===== src/rtl/dppa_regs.svh =====
`ifndef DPPA_REGS_SVH
`define DPPA_REGS_SVH

// ============================================================
// Register select codes, {reg_sel_hi, reg_sel_lo}
`define DPPA_RS_A_DATA      2'h0
`define DPPA_RS_A_CTRL      2'h1
`define DPPA_RS_B_DATA      2'h2
`define DPPA_RS_B_CTRL      2'h3

// ============================================================
// Control register fields
`define DPPA_CR_EDGE1_EN    0
`define DPPA_CR_EDGE1_POL   1
`define DPPA_CR_DIR_ACCESS  2
`define DPPA_CR_EDGE2_EN    3
`define DPPA_CR_EDGE2_POL   4
`define DPPA_CR_LINE2_OUT   5
`define DPPA_CR_FLAG2       6
`define DPPA_CR_FLAG1       7

// ============================================================
// Reset values
`define DPPA_CTRL_RESET     8'h00
`define DPPA_DIR_RESET      8'h00
`define DPPA_OUT_RESET      8'h00

// ============================================================
// Synchroniser depth in clk_sys cycles before logic sees a pin
`define DPPA_SYNC_DEPTH     2

`endif


===== src/rtl/dppa_pkg.sv =====
package dppa_pkg;

   typedef logic [7:0] dppa_byte_t;

   // Register reached by the current bus address.
   typedef enum logic [2:0]
   {
      DPPA_SEL_NONE,
      DPPA_SEL_A_PORT,
      DPPA_SEL_A_DIR,
      DPPA_SEL_A_CTRL,
      DPPA_SEL_B_PORT,
      DPPA_SEL_B_DIR,
      DPPA_SEL_B_CTRL
   } dppa_sel_e;

endpackage


===== src/rtl/dppa_sync.sv =====
`timescale 1ns/1ps

// ============================================================
// Two-stage synchroniser with edge detection on the safe stage.
module dppa_sync
#(
   parameter int W = 1
)
(
   // Clock and reset
   input  wire logic         clk_sys,
   input  wire logic         rst,
   // Asynchronous inputs
   input  wire logic [W-1:0] async_in,
   // Synchronised level and one-cycle edge pulses
   output logic [W-1:0]      level,
   output logic [W-1:0]      rise,
   output logic [W-1:0]      fall
);

   logic [W-1:0] meta_q;
   logic [W-1:0] sync_q;
   logic [W-1:0] prev_q;

   always_ff @(posedge clk_sys)
   begin
      if (rst)
      begin
         meta_q <= '0;
         sync_q <= '0;
         prev_q <= '0;
      end
      else
      begin
         meta_q <= async_in;
         sync_q <= meta_q;
         prev_q <= sync_q;
      end
   end

   // Edges are taken only from the second stage; the first may be metastable.
   assign level = sync_q;
   assign rise  = sync_q & ~prev_q;
   assign fall  = ~sync_q & prev_q;

endmodule // dppa_sync


===== src/rtl/dppa_top.sv =====
`timescale 1ns/1ps
`include "dppa_regs.svh"

module dppa_top
   import dppa_pkg::*;
(
   // Clock and reset
   input  wire logic       clk_sys,
   input  wire logic       rst,
   input  wire logic       reset_n,

   // Processor bus
   input  wire logic       phi2,
   input  wire logic       rw,
   input  wire logic       chip_sel_pos_first,
   input  wire logic       chip_sel_pos_second,
   input  wire logic       chip_sel_neg_n,
   input  wire logic       reg_sel_lo,
   input  wire logic       reg_sel_hi,
   input  wire logic [7:0] data_in,
   output logic [7:0]      data_out,
   output logic            data_oe,

   // Side A peripheral
   input  wire logic [7:0] side_a_pins_in,
   output logic [7:0]      side_a_pins_out,
   output logic [7:0]      side_a_pins_oe,
   input  wire logic       side_a_edge_in,
   input  wire logic       side_a_ctl_line,
   output logic            side_a_int_n_out,
   output logic            side_a_int_n_oe,

   // Side B peripheral
   input  wire logic [7:0] side_b_pins_in,
   output logic [7:0]      side_b_pins_out,
   output logic [7:0]      side_b_pins_oe,
   input  wire logic       side_b_edge_in,
   input  wire logic       side_b_ctl_line,
   output logic            side_b_int_n_out,
   output logic            side_b_int_n_oe
);

   localparam int SYNC_W = 36;

   // ============================================================
   // Input synchronisation
   logic [SYNC_W-1:0] sync_raw;
   logic [SYNC_W-1:0] sync_lvl;
   logic [SYNC_W-1:0] sync_rise;
   logic [SYNC_W-1:0] sync_fall;

   assign sync_raw = {reset_n, phi2, rw, chip_sel_pos_first,
                      chip_sel_pos_second, chip_sel_neg_n, reg_sel_hi,
                      reg_sel_lo, data_in, side_a_pins_in, side_b_pins_in,
                      side_a_edge_in, side_a_ctl_line, side_b_edge_in,
                      side_b_ctl_line};

   dppa_sync
   #(
      .W(SYNC_W)
   )
   u_sync
   (
      .clk_sys  (clk_sys),
      .rst      (rst),
      .async_in (sync_raw),
      .level    (sync_lvl),
      .rise     (sync_rise),
      .fall     (sync_fall)
   );

   wire             reset_n_s  = sync_lvl[35];
   wire             phi2_s     = sync_lvl[34];
   wire             phi2_fall  = sync_fall[34];
   wire             rw_s       = sync_lvl[33];
   wire             cs0_s      = sync_lvl[32];
   wire             cs1_s      = sync_lvl[31];
   wire             cs2_n_s    = sync_lvl[30];
   wire [1:0]       rs_s       = sync_lvl[29:28];
   wire dppa_byte_t data_s     = sync_lvl[27:20];

   // Per-side views, index 0 is side A and index 1 is side B.
   logic [1:0][7:0] pins_s;
   logic [1:0]      edge1_rise;
   logic [1:0]      edge1_fall;
   logic [1:0]      edge2_rise;
   logic [1:0]      edge2_fall;

   assign pins_s[0]     = sync_lvl[19:12];
   assign pins_s[1]     = sync_lvl[11:4];
   assign edge1_rise[0] = sync_rise[3];
   assign edge1_fall[0] = sync_fall[3];
   assign edge2_rise[0] = sync_rise[2];
   assign edge2_fall[0] = sync_fall[2];
   assign edge1_rise[1] = sync_rise[1];
   assign edge1_fall[1] = sync_fall[1];
   assign edge2_rise[1] = sync_rise[0];
   assign edge2_fall[1] = sync_fall[0];

   // The reset pin clears the registers like the system reset.
   wire clear = rst | ~reset_n_s;

   // ============================================================
   // Register state
   // Unpacked so that each side's clocked process owns its own element.
   logic [7:0]      ctrl_q [0:1];
   logic [1:0][7:0] ctrl_d;
   logic [7:0]      dir_q  [0:1];
   logic [7:0]      out_q  [0:1];
   logic            int_q  [0:1];
   logic [1:0][7:0] port_rd;

   // ============================================================
   // Address decode
   wire chip_ok = cs0_s & cs1_s & ~cs2_n_s;

   wire dppa_sel_e sel_now =
      !chip_ok ? DPPA_SEL_NONE :
      (rs_s == `DPPA_RS_A_DATA) ?
         (ctrl_q[0][`DPPA_CR_DIR_ACCESS] ? DPPA_SEL_A_PORT
                                         : DPPA_SEL_A_DIR) :
      (rs_s == `DPPA_RS_A_CTRL) ? DPPA_SEL_A_CTRL :
      (rs_s == `DPPA_RS_B_DATA) ?
         (ctrl_q[1][`DPPA_CR_DIR_ACCESS] ? DPPA_SEL_B_PORT
                                         : DPPA_SEL_B_DIR) :
      DPPA_SEL_B_CTRL;

   // ============================================================
   // Read path
   wire dppa_byte_t rd_mux =
      (sel_now == DPPA_SEL_A_PORT) ? port_rd[0] :
      (sel_now == DPPA_SEL_A_DIR)  ? dir_q[0]   :
      (sel_now == DPPA_SEL_A_CTRL) ? ctrl_q[0]  :
      (sel_now == DPPA_SEL_B_PORT) ? port_rd[1] :
      (sel_now == DPPA_SEL_B_DIR)  ? dir_q[1]   :
      (sel_now == DPPA_SEL_B_CTRL) ? ctrl_q[1]  :
      8'h00;

   // Side A reads the pins themselves, so a loaded output reads as it is.
   assign port_rd[0] = pins_s[0];

   // Side B reads its register for outputs and the pin for inputs.
   assign port_rd[1] = (out_q[1] & dir_q[1]) |
                       (pins_s[1] & ~dir_q[1]);

   logic [7:0] dout_q;
   logic       doe_q;

   always_ff @(posedge clk_sys)
   begin
      if (clear)
      begin
         dout_q <= 8'h00;
         doe_q  <= 1'b0;
      end
      else
      begin
         dout_q <= rd_mux;
         doe_q  <= phi2_s & rw_s & (sel_now != DPPA_SEL_NONE);
      end
   end

   // ============================================================
   // Bus latch: address, direction and data sampled during the pulse and held after it
   dppa_sel_e  lat_sel_q;
   logic       lat_rw_q;
   dppa_byte_t lat_data_q;

   always_ff @(posedge clk_sys)
   begin
      if (clear)
      begin
         lat_sel_q  <= DPPA_SEL_NONE;
         lat_rw_q   <= 1'b1;
         lat_data_q <= 8'h00;
      end
      else if (phi2_s)
      begin
         lat_sel_q  <= sel_now;
         lat_rw_q   <= rw_s;
         lat_data_q <= data_s;
      end
   end

   // Actions fire once, on the trailing edge of the bus pulse. Committing
   // there rather than during the pulse keeps the port lines from
   // glitching while the data bus is still settling.
   wire do_wr = phi2_fall & ~lat_rw_q;
   wire do_rd = phi2_fall & lat_rw_q;

   logic [1:0] wr_port;
   logic [1:0] wr_dir;
   logic [1:0] wr_ctrl;
   logic [1:0] rd_clr;

   assign wr_port[0] = do_wr & (lat_sel_q == DPPA_SEL_A_PORT);
   assign wr_dir[0]  = do_wr & (lat_sel_q == DPPA_SEL_A_DIR);
   assign wr_ctrl[0] = do_wr & (lat_sel_q == DPPA_SEL_A_CTRL);
   assign rd_clr[0]  = do_rd & (lat_sel_q == DPPA_SEL_A_PORT);
   assign wr_port[1] = do_wr & (lat_sel_q == DPPA_SEL_B_PORT);
   assign wr_dir[1]  = do_wr & (lat_sel_q == DPPA_SEL_B_DIR);
   assign wr_ctrl[1] = do_wr & (lat_sel_q == DPPA_SEL_B_CTRL);
   assign rd_clr[1]  = do_rd & (lat_sel_q == DPPA_SEL_B_PORT);

   // ============================================================
   // Per-side registers, flags and interrupt
   genvar s;
   generate
      for (s = 0; s < 2; s++)
      begin : g_side
         wire edge1 = ctrl_q[s][`DPPA_CR_EDGE1_POL] ? edge1_rise[s]
                                                    : edge1_fall[s];
         wire edge2 = ~ctrl_q[s][`DPPA_CR_LINE2_OUT] &
                      (ctrl_q[s][`DPPA_CR_EDGE2_POL] ? edge2_rise[s]
                                                     : edge2_fall[s]);

         // An edge in the same cycle as the clearing read still sets.
         wire flag1_d = edge1 |
                        (ctrl_q[s][`DPPA_CR_FLAG1] & ~rd_clr[s]);
         wire flag2_d = edge2 |
                        (ctrl_q[s][`DPPA_CR_FLAG2] & ~rd_clr[s]);

         // Writes reach only the low six bits; the flags stay intact.
         assign ctrl_d[s] = {flag1_d, flag2_d,
                             wr_ctrl[s] ? lat_data_q[5:0]
                                        : ctrl_q[s][5:0]};

         always_ff @(posedge clk_sys)
         begin
            if (clear)
            begin
               ctrl_q[s] <= `DPPA_CTRL_RESET;
               dir_q[s]  <= `DPPA_DIR_RESET;
               out_q[s]  <= `DPPA_OUT_RESET;
               int_q[s]  <= 1'b0;
            end
            else
            begin
               ctrl_q[s] <= ctrl_d[s];
               if (wr_dir[s])
                  dir_q[s] <= lat_data_q;
               if (wr_port[s])
                  out_q[s] <= lat_data_q;
               int_q[s] <= (ctrl_q[s][`DPPA_CR_FLAG1] &
                            ctrl_q[s][`DPPA_CR_EDGE1_EN]) |
                           (ctrl_q[s][`DPPA_CR_FLAG2] &
                            ctrl_q[s][`DPPA_CR_EDGE2_EN]);
            end
         end
      end
   endgenerate

   // ============================================================
   // Outputs
   // Pins follow the output register only where the direction bit is 1;
   // elsewhere the driver is off and the pin takes the outside level.
   assign side_a_pins_out = out_q[0];
   assign side_a_pins_oe  = dir_q[0];
   assign side_b_pins_out = out_q[1];
   assign side_b_pins_oe  = dir_q[1];

   // Open-drain request lines only ever pull low.
   logic int_low_q;

   always_ff @(posedge clk_sys)
   begin
      int_low_q <= 1'b0;
   end

   assign side_a_int_n_out = int_low_q;
   assign side_a_int_n_oe  = int_q[0];
   assign side_b_int_n_out = int_low_q;
   assign side_b_int_n_oe  = int_q[1];

   assign data_out = dout_q;
   assign data_oe  = doe_q;

endmodule // dppa_top


===== config.mk =====
export PLATFORM = sky130hd
export DESIGN_NAME = dppa_top
export DESIGN_NICKNAME = d
export VERILOG_FILES = /design/src/rtl/dppa_pkg.sv /design/src/rtl/dppa_sync.sv /design/src/rtl/dppa_top.sv
export VERILOG_INCLUDE_DIRS = /design/src /design/src/rtl
export SDC_FILE = /design/constraint.sdc
export NUM_CORES = 1
export LEC_CHECK = 0
export ABC_AREA = 1
export BUFFER_PORTS_ARGS = -buffer_cell sky130_fd_sc_hd__buf_2
export CORE_ASPECT_RATIO = 1.2
export CORE_MARGIN = 2
export CORE_UTILIZATION = 63
export CTS_BUF_LIST = sky130_fd_sc_hd__clkbuf_8
export DETAILED_ROUTE_END_ITERATION = 8
export HOLD_SLACK_MARGIN = 0.02
export PLACE_DENSITY_LB_ADDON = 0.3
export REMOVE_ABC_BUFFERS = 1
export SETUP_SLACK_MARGIN = 0.05
export SLEW_MARGIN = 5
export SYNTH_ARGS = -nofsm -noshare
export SYNTH_HDL_FRONTEND = slang
export SYNTH_SLANG_ARGS = --single-unit

===== constraint.sdc =====
create_clock -name clk_sys -period 4.3 [get_ports clk_sys]
set_input_delay 0.645 -clock clk_sys [delete_from_list [all_inputs] [get_ports clk_sys]]
set_output_delay 0.645 -clock clk_sys [all_outputs]
set_load 0.01 [all_outputs]

## Word level (Yosys, flattened, before mapping)

Memory sizes are Yosys's and may differ from the RTL's.
Index checks and enable logic that the tools add are counted.

| storage, ports and cells | value |
|---|---|
| memory bits (writable) | 50 |
| register bits | 128 |
| latch bits | 0 |
| memories kept | 4 |
| word-level logic and storage cells | 123 |
| memory bits (read-only) | 0 |

| cells by class | value |
|---|---|
| muxes and demuxes | 41 |
| $mul | 0 |
| $lt $le $gt $ge | 0 |
| shift operators | 0 |
| div/mod/pow operators | 0 |
| bitwise logic cells | 54 |
| equal/unequal tests | 14 |
| $add $sub $neg | 0 |
| reductions and logical operators | 2 |

Memory list:

| name | words | bits a word | rd ports | clocked after Yosys merged registers in | write ports | RTL line | text |
|---|---|---|---|---|---|---|---|
| ctrl_q | 2 | 8 | 2 | 0 | 2 | dppa_top.sv:106 | `logic [7:0] ctrl_q [0:1];` |
| dir_q | 2 | 8 | 2 | 0 | 2 | dppa_top.sv:108 | `logic [7:0] dir_q [0:1];` |
| out_q | 2 | 8 | 2 | 0 | 2 | dppa_top.sv:109 | `logic [7:0] out_q [0:1];` |
| int_q | 2 | 1 | 2 | 0 | 2 | dppa_top.sv:110 | `logic int_q [0:1];` |

Operators by type and width:

| cell | count |
|---|---|
| $mux 8 | 12 |
| $and 35x35->35 | 1 |
| $not 35->35 | 1 |
| $and 1x1->1 | 24 |
| $mux 1 | 22 |
| $eq 3x3->1 const B | 6 |
| $and 8x8->8 | 2 |
| $or 1x1->1 | 15 |
| $eq 3x2->1 const B | 4 |
| $mux 6 | 2 |
| $mux 3 | 3 |
| $not 8->8 | 1 |
| $or 8x8->8 | 1 |
| $not 1->1 | 7 |
| $eq 3x1->1 const B | 2 |
| $and 4x4->4 | 1 |
| $mux 2 | 2 |
| $not 4->4 | 1 |
| $reduce_bool 3->1 | 1 |
| $eq 2x1->1 const B | 1 |
| $eq 2x2->1 const B | 1 |
| $logic_not 2->1 | 1 |

## Depth between registers and ports, before layout

Gate-level depths: netlist of run 1.
An unclocked memory read counts as a cell.

| logic depth | value |
|---|---|
| depth in word-level cells | 13 |
| gate-level depth with buffers | 9 |
| depth with buffers taken out | 8 |

## Hierarchy

A second synthesis of run 1 with hierarchy kept.

| unflattened totals | value |
|---|---|
| cells, all modules | 812 |
| area, all modules | 6,593.8 µm² |

By module, submodules not included:

| module | seq. area each (µm²) | cells an instance | area an instance (µm²) | times used |
|---|---|---|---|---|
| dppa_sync | 2,162.1 | 444 | 3,463.3 | 1 |
| dppa_top | 1,741.7 | 368 | 3,130.5 | 1 |

## Worst setup path after synthesis of run 1

Ideal clock, no wire load.

| timing path | value |
|---|---|
| path type | input to register |
| from | input rst |
| to | memory dir_q[1][0], enable pin |
| slack | 2,506 ps |
| path buffers | 1 |
| data required time | 4,029 ps |
| library setup time | 271 ps |
| cell stages on the path | 4 |
| arrival time | 1,524 ps |
| path through | clkbuf_1 nor2_1 clkinv_1 or2_2 |

RTL lines:

| element | RTL line | text |
|---|---|---|
| start: declaration | dppa_top.sv:9 | `input wire logic rst,` |
| end: declaration | dppa_top.sv:108 |  |

==> results of run 1 <==
-- logic make-up after synthesis --
group                  Yosys count  share of synthesized area
flip-flops                     148                      0.613
buffers and inverters          132                      0.100
multiplexers                     1                    0.00210
AO/OA/AOI/OAI                   77                     0.0817
AND/OR/NAND/NOR                237                      0.202
other                            1                   0.000700
-- critical path, stage by stage, from the launching register on --
cell and delay, ps:
dfxtp_1 310, inv_1 30, nor2_1 100, buf_4 300
clkinv_1 630, or2_2 630
-- synthesized netlist by cell type (4+ instances only) --
library cell  number
nand2_2            5
a21oi_2            7
nand3_1           17
or2_2              7
o21ai_0           35
buf_4              4
nor2_2             5
clkbuf_1           8
edfxtp_1          32
nand2_1           52
nor2_1           122
a21oi_1           26
inv_1            106
dfxtp_1          116
nand4_1           18
-- flip-flops by register name, indices dropped and copies added, names as in the netlist --
register       cells
lat_sel_q          3
u_sync.prev_q      5
lat_data_q         8
u_sync.level      36
data_out           8
dir_q             16
int_q              2
lat_rw_q           1
data_oe            1
out_q             16
u_sync.meta_q     36
ctrl_q            16
-- final timing paths --
path	to	slack, ps
worst max-delay path	dir_q[1][3]$_SDFFCE_PN0P_	2030
worst min-delay path	u_sync.level[22]$_SDFF_PP0_	400
worst min register to register	u_sync.level[22]$_SDFF_PP0_	400
worst max register to register	dir_q[1][3]$_SDFFCE_PN0P_	2030
-- through the flow --
| stage | area (sq um) | cells |
|---|---|---|
| CTS | 6290 | 805 |
| floorplan | 5250 | 577 |
| finish | 6290 | 805 |
| global route | 6290 | 805 |
| global placement | 5810 | 773 |
| detailed placement | 5810 | 773 |
-- area by class of cell --
cell class,instances,share of cell area
Inverter,112,0.0678
Sequential cell,148,0.522
Clock buffer,18,0.0394
Multi-Input combinational cell,317,0.245
Timing Repair Buffer,82,0.0661
Clock inverter,14,0.0370
Tap cell,114,0.0227
-- per-layer routing --
layer,vias to the layer above,global-route usage,routed length (um)
li1,2025,-,-
met1,1885,0.293,4390
met2,165,0.418,5770
met3,30,0.0845,752
met4,0,0.122,273
met5,-,0,0
-- power by group through the flow --
stage | combinational (mW) | sequential (mW) | clock, mW
after floorplan | 0.0433 | 1.50 | 0
final | 0.0911 | 1.47 | 1.27
after CTS | 0.0922 | 1.47 | 1.28
after global routing | 0.105 | 1.47 | 1.34
after detailed placement | 0.0912 | 1.50 | 0
after global placement | 0.0871 | 1.50 | 0
==> flow_summary.ini, run 1 <==
[worst_setup_path]
worst_r2r_path_depth = 5
path_max_fanout = 30
critical_path_arrival_ps = 2440
crit_type = reg2reg
setup.worst_path.start = u_sync.level[35]$_SDFF_PP0_
r2r-start = u_sync.level[35]$_SDFF_PP0_
cp-end-kind = flip-flop
startpoint_type = flip-flop
cp.required_ps = 4470

[power]
intPower_mw = 2.25
p_leak_nw = 2.77
pwr-share-seq = 0.520
power_density_nw_per_um2 = 450
power.total_mw = 2.83
sw_frac_of_total = 0.205
clkPwrFrac = 0.448
p_sw_mw = 0.579
ir_drop_v = 0.000286
combPwrFrac = 0.032

[timing]
layout_setup_ws_ps = 2030
max_slew_margin = 0.185
finalHoldViolCount = 0
slew_viol_final = 0
whs_ps = 397
tightest_slew_ps = 1210
layout_worst_path_cycle_share = 0.528
min_period_ps = 2270
rsz0062_at_grt = no
setup_viol = 0
fmax_mhz = 440
skew_ps = 9.06
fin_setup_tns_ps = 0

[synthesis]
async_reset_ff_frac = 0
synth_top_cell_area_share = 0.433
yosys_warnings = 0
yosysSeqAreaShare = 0.613
syn-cell-area_sq_um = 5360
syn_avg_cell_area_sq_um = 8.99
synth_enable_flop_cells = 32
synth_cell_types = 39
synth_largest_area_cell = dfxtp_1
synth_top_flop_cell = dfxtp_1
synth_cells = 596
synth.area.top_cells = dfxtp_1 43%, edfxtp_1 18%, nor2_1 8.5%
ys_ff_latch = 148

[floorplan]
die_area_sq_um = 9260
io_pins = 83
start_util = 0.654
die_w_um = 88.2
num_rows = 36
fp.coreArea_sq_um = 8200
die_y_um = 105

[drt]
first_pass_iters = 5
routed_wl_mm = 11.2
drc = 0
dr_total_vias = 4105
drtAntennaViolNets = 0
post_drt_wl_per_cell_um = 13.9
drt_iter0_drc = 278
vias_per_cell = 5.10

[global_routing]
antenna_found_initial = 0
first_global_vias = 3899
grt_first_pass_wirelength_mm = 17.9
grt_max_degree = 78
overflow = 0
grt_usage = 0.254

[cts]
hold_buffers = 0
cts_resized = 0
post-cts-setup-buffers = 0
numClockSinks = 148
cts_made_buffers = 17
clkTransAtPathRegs_ps = 80
clk_latency_ps = 440
clk_path_buf_depth = 2
htreeDepth = 4
cts_root_buffer = clkbuf_8
cts_tree = built

[layout]
mostFrequentLayoutCells = 122 x nor2_1, 116 x dfxtp_1, 107 x inv_1
synthToLayoutAreaGrowth_pct = 17.4
nets = 716
seqCellArea_sq_um = 3280
num-fill-cells = 613
insertedDiodeCount = 0
drive_gt1_frac = 0.220
multi_input_area_sq_um = 1540
layout_commonest_cell = nor2_1
final_util = 0.767

[run_status]
status = finished, final reports clean

[min_path]
hp-class = reg2reg
hold_path_startpoint = u_sync.meta_q[22]$_SDFF_PP0_
hold_depth = 2

[place]
pre_cts_ws_ps = 1620
place_congestion = 0.889
place_hpwl_mm = 7.50
port_buffers = 80

[flow_run]
maxCapViolCount = 0
Note: power is estimated with default switching activity, not from simulation.
==> run 2, diff against run 1 <==
--- a/config.mk
+++ b/config.mk
@@ -10,7 +10,7 @@
 export BUFFER_PORTS_ARGS = -buffer_cell sky130_fd_sc_hd__buf_2
 export CORE_ASPECT_RATIO = 1.2
 export CORE_MARGIN = 2
-export CORE_UTILIZATION = 63
+export CORE_UTILIZATION = 53
 export CTS_BUF_LIST = sky130_fd_sc_hd__clkbuf_8
 export DETAILED_ROUTE_END_ITERATION = 8
 export HOLD_SLACK_MARGIN = 0.02
==> constraint.sdc (replaced) <==
create_clock -name clk_sys -period 1.9 [get_ports clk_sys]
set_input_delay 0.285 -clock clk_sys [delete_from_list [all_inputs] [get_ports clk_sys]]
set_output_delay 0.285 -clock clk_sys [all_outputs]
set_load 0.01 [all_outputs]
==> run 2 against run 1 <==
Routed wire length is 0.61% higher; setup slack worse by 1800 ps; cell area is 2.2% higher; sequential share of layout area is 1.1 points lower; clock skew is 2.2 ps higher; via count is 1.9% lower; register-to-register slack worse by 1800 ps; first-iteration DRC count is 24% lower; highest routed layer unchanged.
==> flow_summary.ini, run 2 (synthesis gave the netlist of run 1 again) <==
[run_status]
status = finished, final reports clean

[cts]
clk_path_buf_depth = 2
clkTransAtPathRegs_ps = 80
hold_buffers = 18
cts_resized = 0
htreeDepth = 4
clk_latency_ps = 450
cts_tree = built
cts_root_buffer = clkbuf_8
post-cts-setup-buffers = 0
cts_made_buffers = 17
numClockSinks = 148

[worst_setup_path]
cp_slowest_stage_delay_ps = 380
critical_path_arrival_ps = 2000
crit_slowest_cell = dfxtp_1
cp_num_buf_inv = 2
cp_cell_sequence = inv_2 > nand2_2 > inv_1 > nand4_1 > nor2_1
path_max_fanout = 19
crit_family = simple AND/OR/NAND/NOR gates
cp.required_ps = 2190
startpoint_type = flip-flop
cp-end-kind = flip-flop
crit_type = reg2reg

[timing]
fin_setup_tns_ps = 0
fmax_mhz = 587
min_period_ps = 1700
finalHoldViolCount = 0
skew_ps = 11.3
slew_viol_final = 0
layout_worst_path_cycle_share = 0.897
tightest_slew_ps = 754
setup_viol = 0
max_slew_margin = 0.498
whs_ps = 35.4
rsz0062_at_grt = no
layout_setup_ws_ps = 196

[layout]
num-fill-cells = 807
nets = 736
insertedDiodeCount = 0
multi_input_area_sq_um = 1540
drive_gt1_frac = 0.218
layout_commonest_cell = nor2_1
synthToLayoutAreaGrowth_pct = 19.9
mostFrequentLayoutCells = 122 x nor2_1, 116 x dfxtp_1, 106 x inv_1
fin_area_sq_um = 6430
layout.cells.non_filler = 837
seqCellArea_sq_um = 3280

[drt]
met1_length_mm = 4.54
vias_per_cell = 4.81
drc = 0
drt_iter0_drc = 210
drtAntennaViolNets = 0
dr_total_vias = 4025
route.met3.wl_um = 636
post_drt_wl_per_cell_um = 13.4
route.met2.wl_mm = 5.82
routed_wl_mm = 11.3
dr.max_layer_used = met4
first_pass_iters = 4

[flow_run]
maxCapViolCount = 0

[power]
ir_drop_v = 0.000583
power_density_nw_per_um2 = 936
p_leak_nw = 2.81

[global_routing]
grt_first_pass_wirelength_mm = 17.7
grt_max_degree = 78
antenna_found_initial = 0
grt_usage = 0.218
overflow = 0
first_global_vias = 3799

[place]
port_buffers = 80
place_congestion = 0.842
place_area_sq_um = 5840
dp.cells = 787
pre_cts_ws_ps = 221
place_hpwl_mm = 7.79

[floorplan]
fp.coreArea_sq_um = 9910
num_rows = 40
die_w_um = 95.8
start_util = 0.541
io_pins = 83
die_y_um = 114
die_area_sq_um = 10900

[min_path]
hp-class = in2reg
==> run 2: cell count changes in the layout (fill, tap and decap cells not counted) <==
cell | before | now
inv_1 | 107 | 106
bufinv_16 | 6 | 2
inv_6 | 0 | 4
clkinv_2 | 3 | 2
clkinvlp_4 | 2 | 3
clkbuf_8 | 18 | 19
buf_4 | 2 | 4
dlygate4sd3_1 | 0 | 18
==> run 2: stage by stage <==
| step | utilization | total power [mW] |
|---|---|---|
| after detailed placement | 0.589 | 3.61 |
| after floorplan | - | 3.50 |
| after global routing | 0.648 | 6.23 |
| final | 0.648 | 6.02 |
| after global placement | 0.589 | 3.60 |
| after CTS | 0.648 | 6.06 |
==> run 2: path summary, 6_finish.rpt <==
path | start | depth (start not counted) | to | slack [ps]
setup / recovery | u_sync.level[34]$_SDFF_PP0_ | 5 | dir_q[0][5]$_SDFFCE_PN0P_ | 200
setup reg to reg | u_sync.level[34]$_SDFF_PP0_ | 5 | dir_q[0][5]$_SDFFCE_PN0P_ | 200
hold / removal | data_in[2] | 3 | u_sync.meta_q[22]$_SDFF_PP0_ | 40
hold reg to reg | u_sync.meta_q[20]$_SDFF_PP0_ | 2 | u_sync.level[20]$_SDFF_PP0_ | 390
==> run 2: where the power goes <==
part	switching (mW)	internal, mW	leakage, nW
Clock	1.20	1.25	0.200
Combinational	0.133	0.105	1.28
Sequential	0.0370	3.29	1.33
==> run 2: per-layer routing <==
metal,track usage,up-vias
li1,-,2060
met3,0.0553,23
met5,0,-
met1,0.242,1835
met4,0.0981,0
met2,0.387,107
==> run 2: layout make-up <==
| class | instances | area share |
|---|---|---|
| well taps | 126 | 0.0245 |
| flip-flops and latches | 148 | 0.511 |
| repair buffers | 102 | 0.0950 |
| inverters | 112 | 0.0664 |
| clock buffers | 19 | 0.0407 |
| multi-input cells | 317 | 0.240 |
| clock inverters | 13 | 0.0228 |
==> run 2: worst reg2reg max path, cell delays in order (launching register included) <==
cell     delay, ps
dfxtp_1        380
inv_2          260
nand2_2        150
inv_1          200
nand4_1        340
nor2_1         220
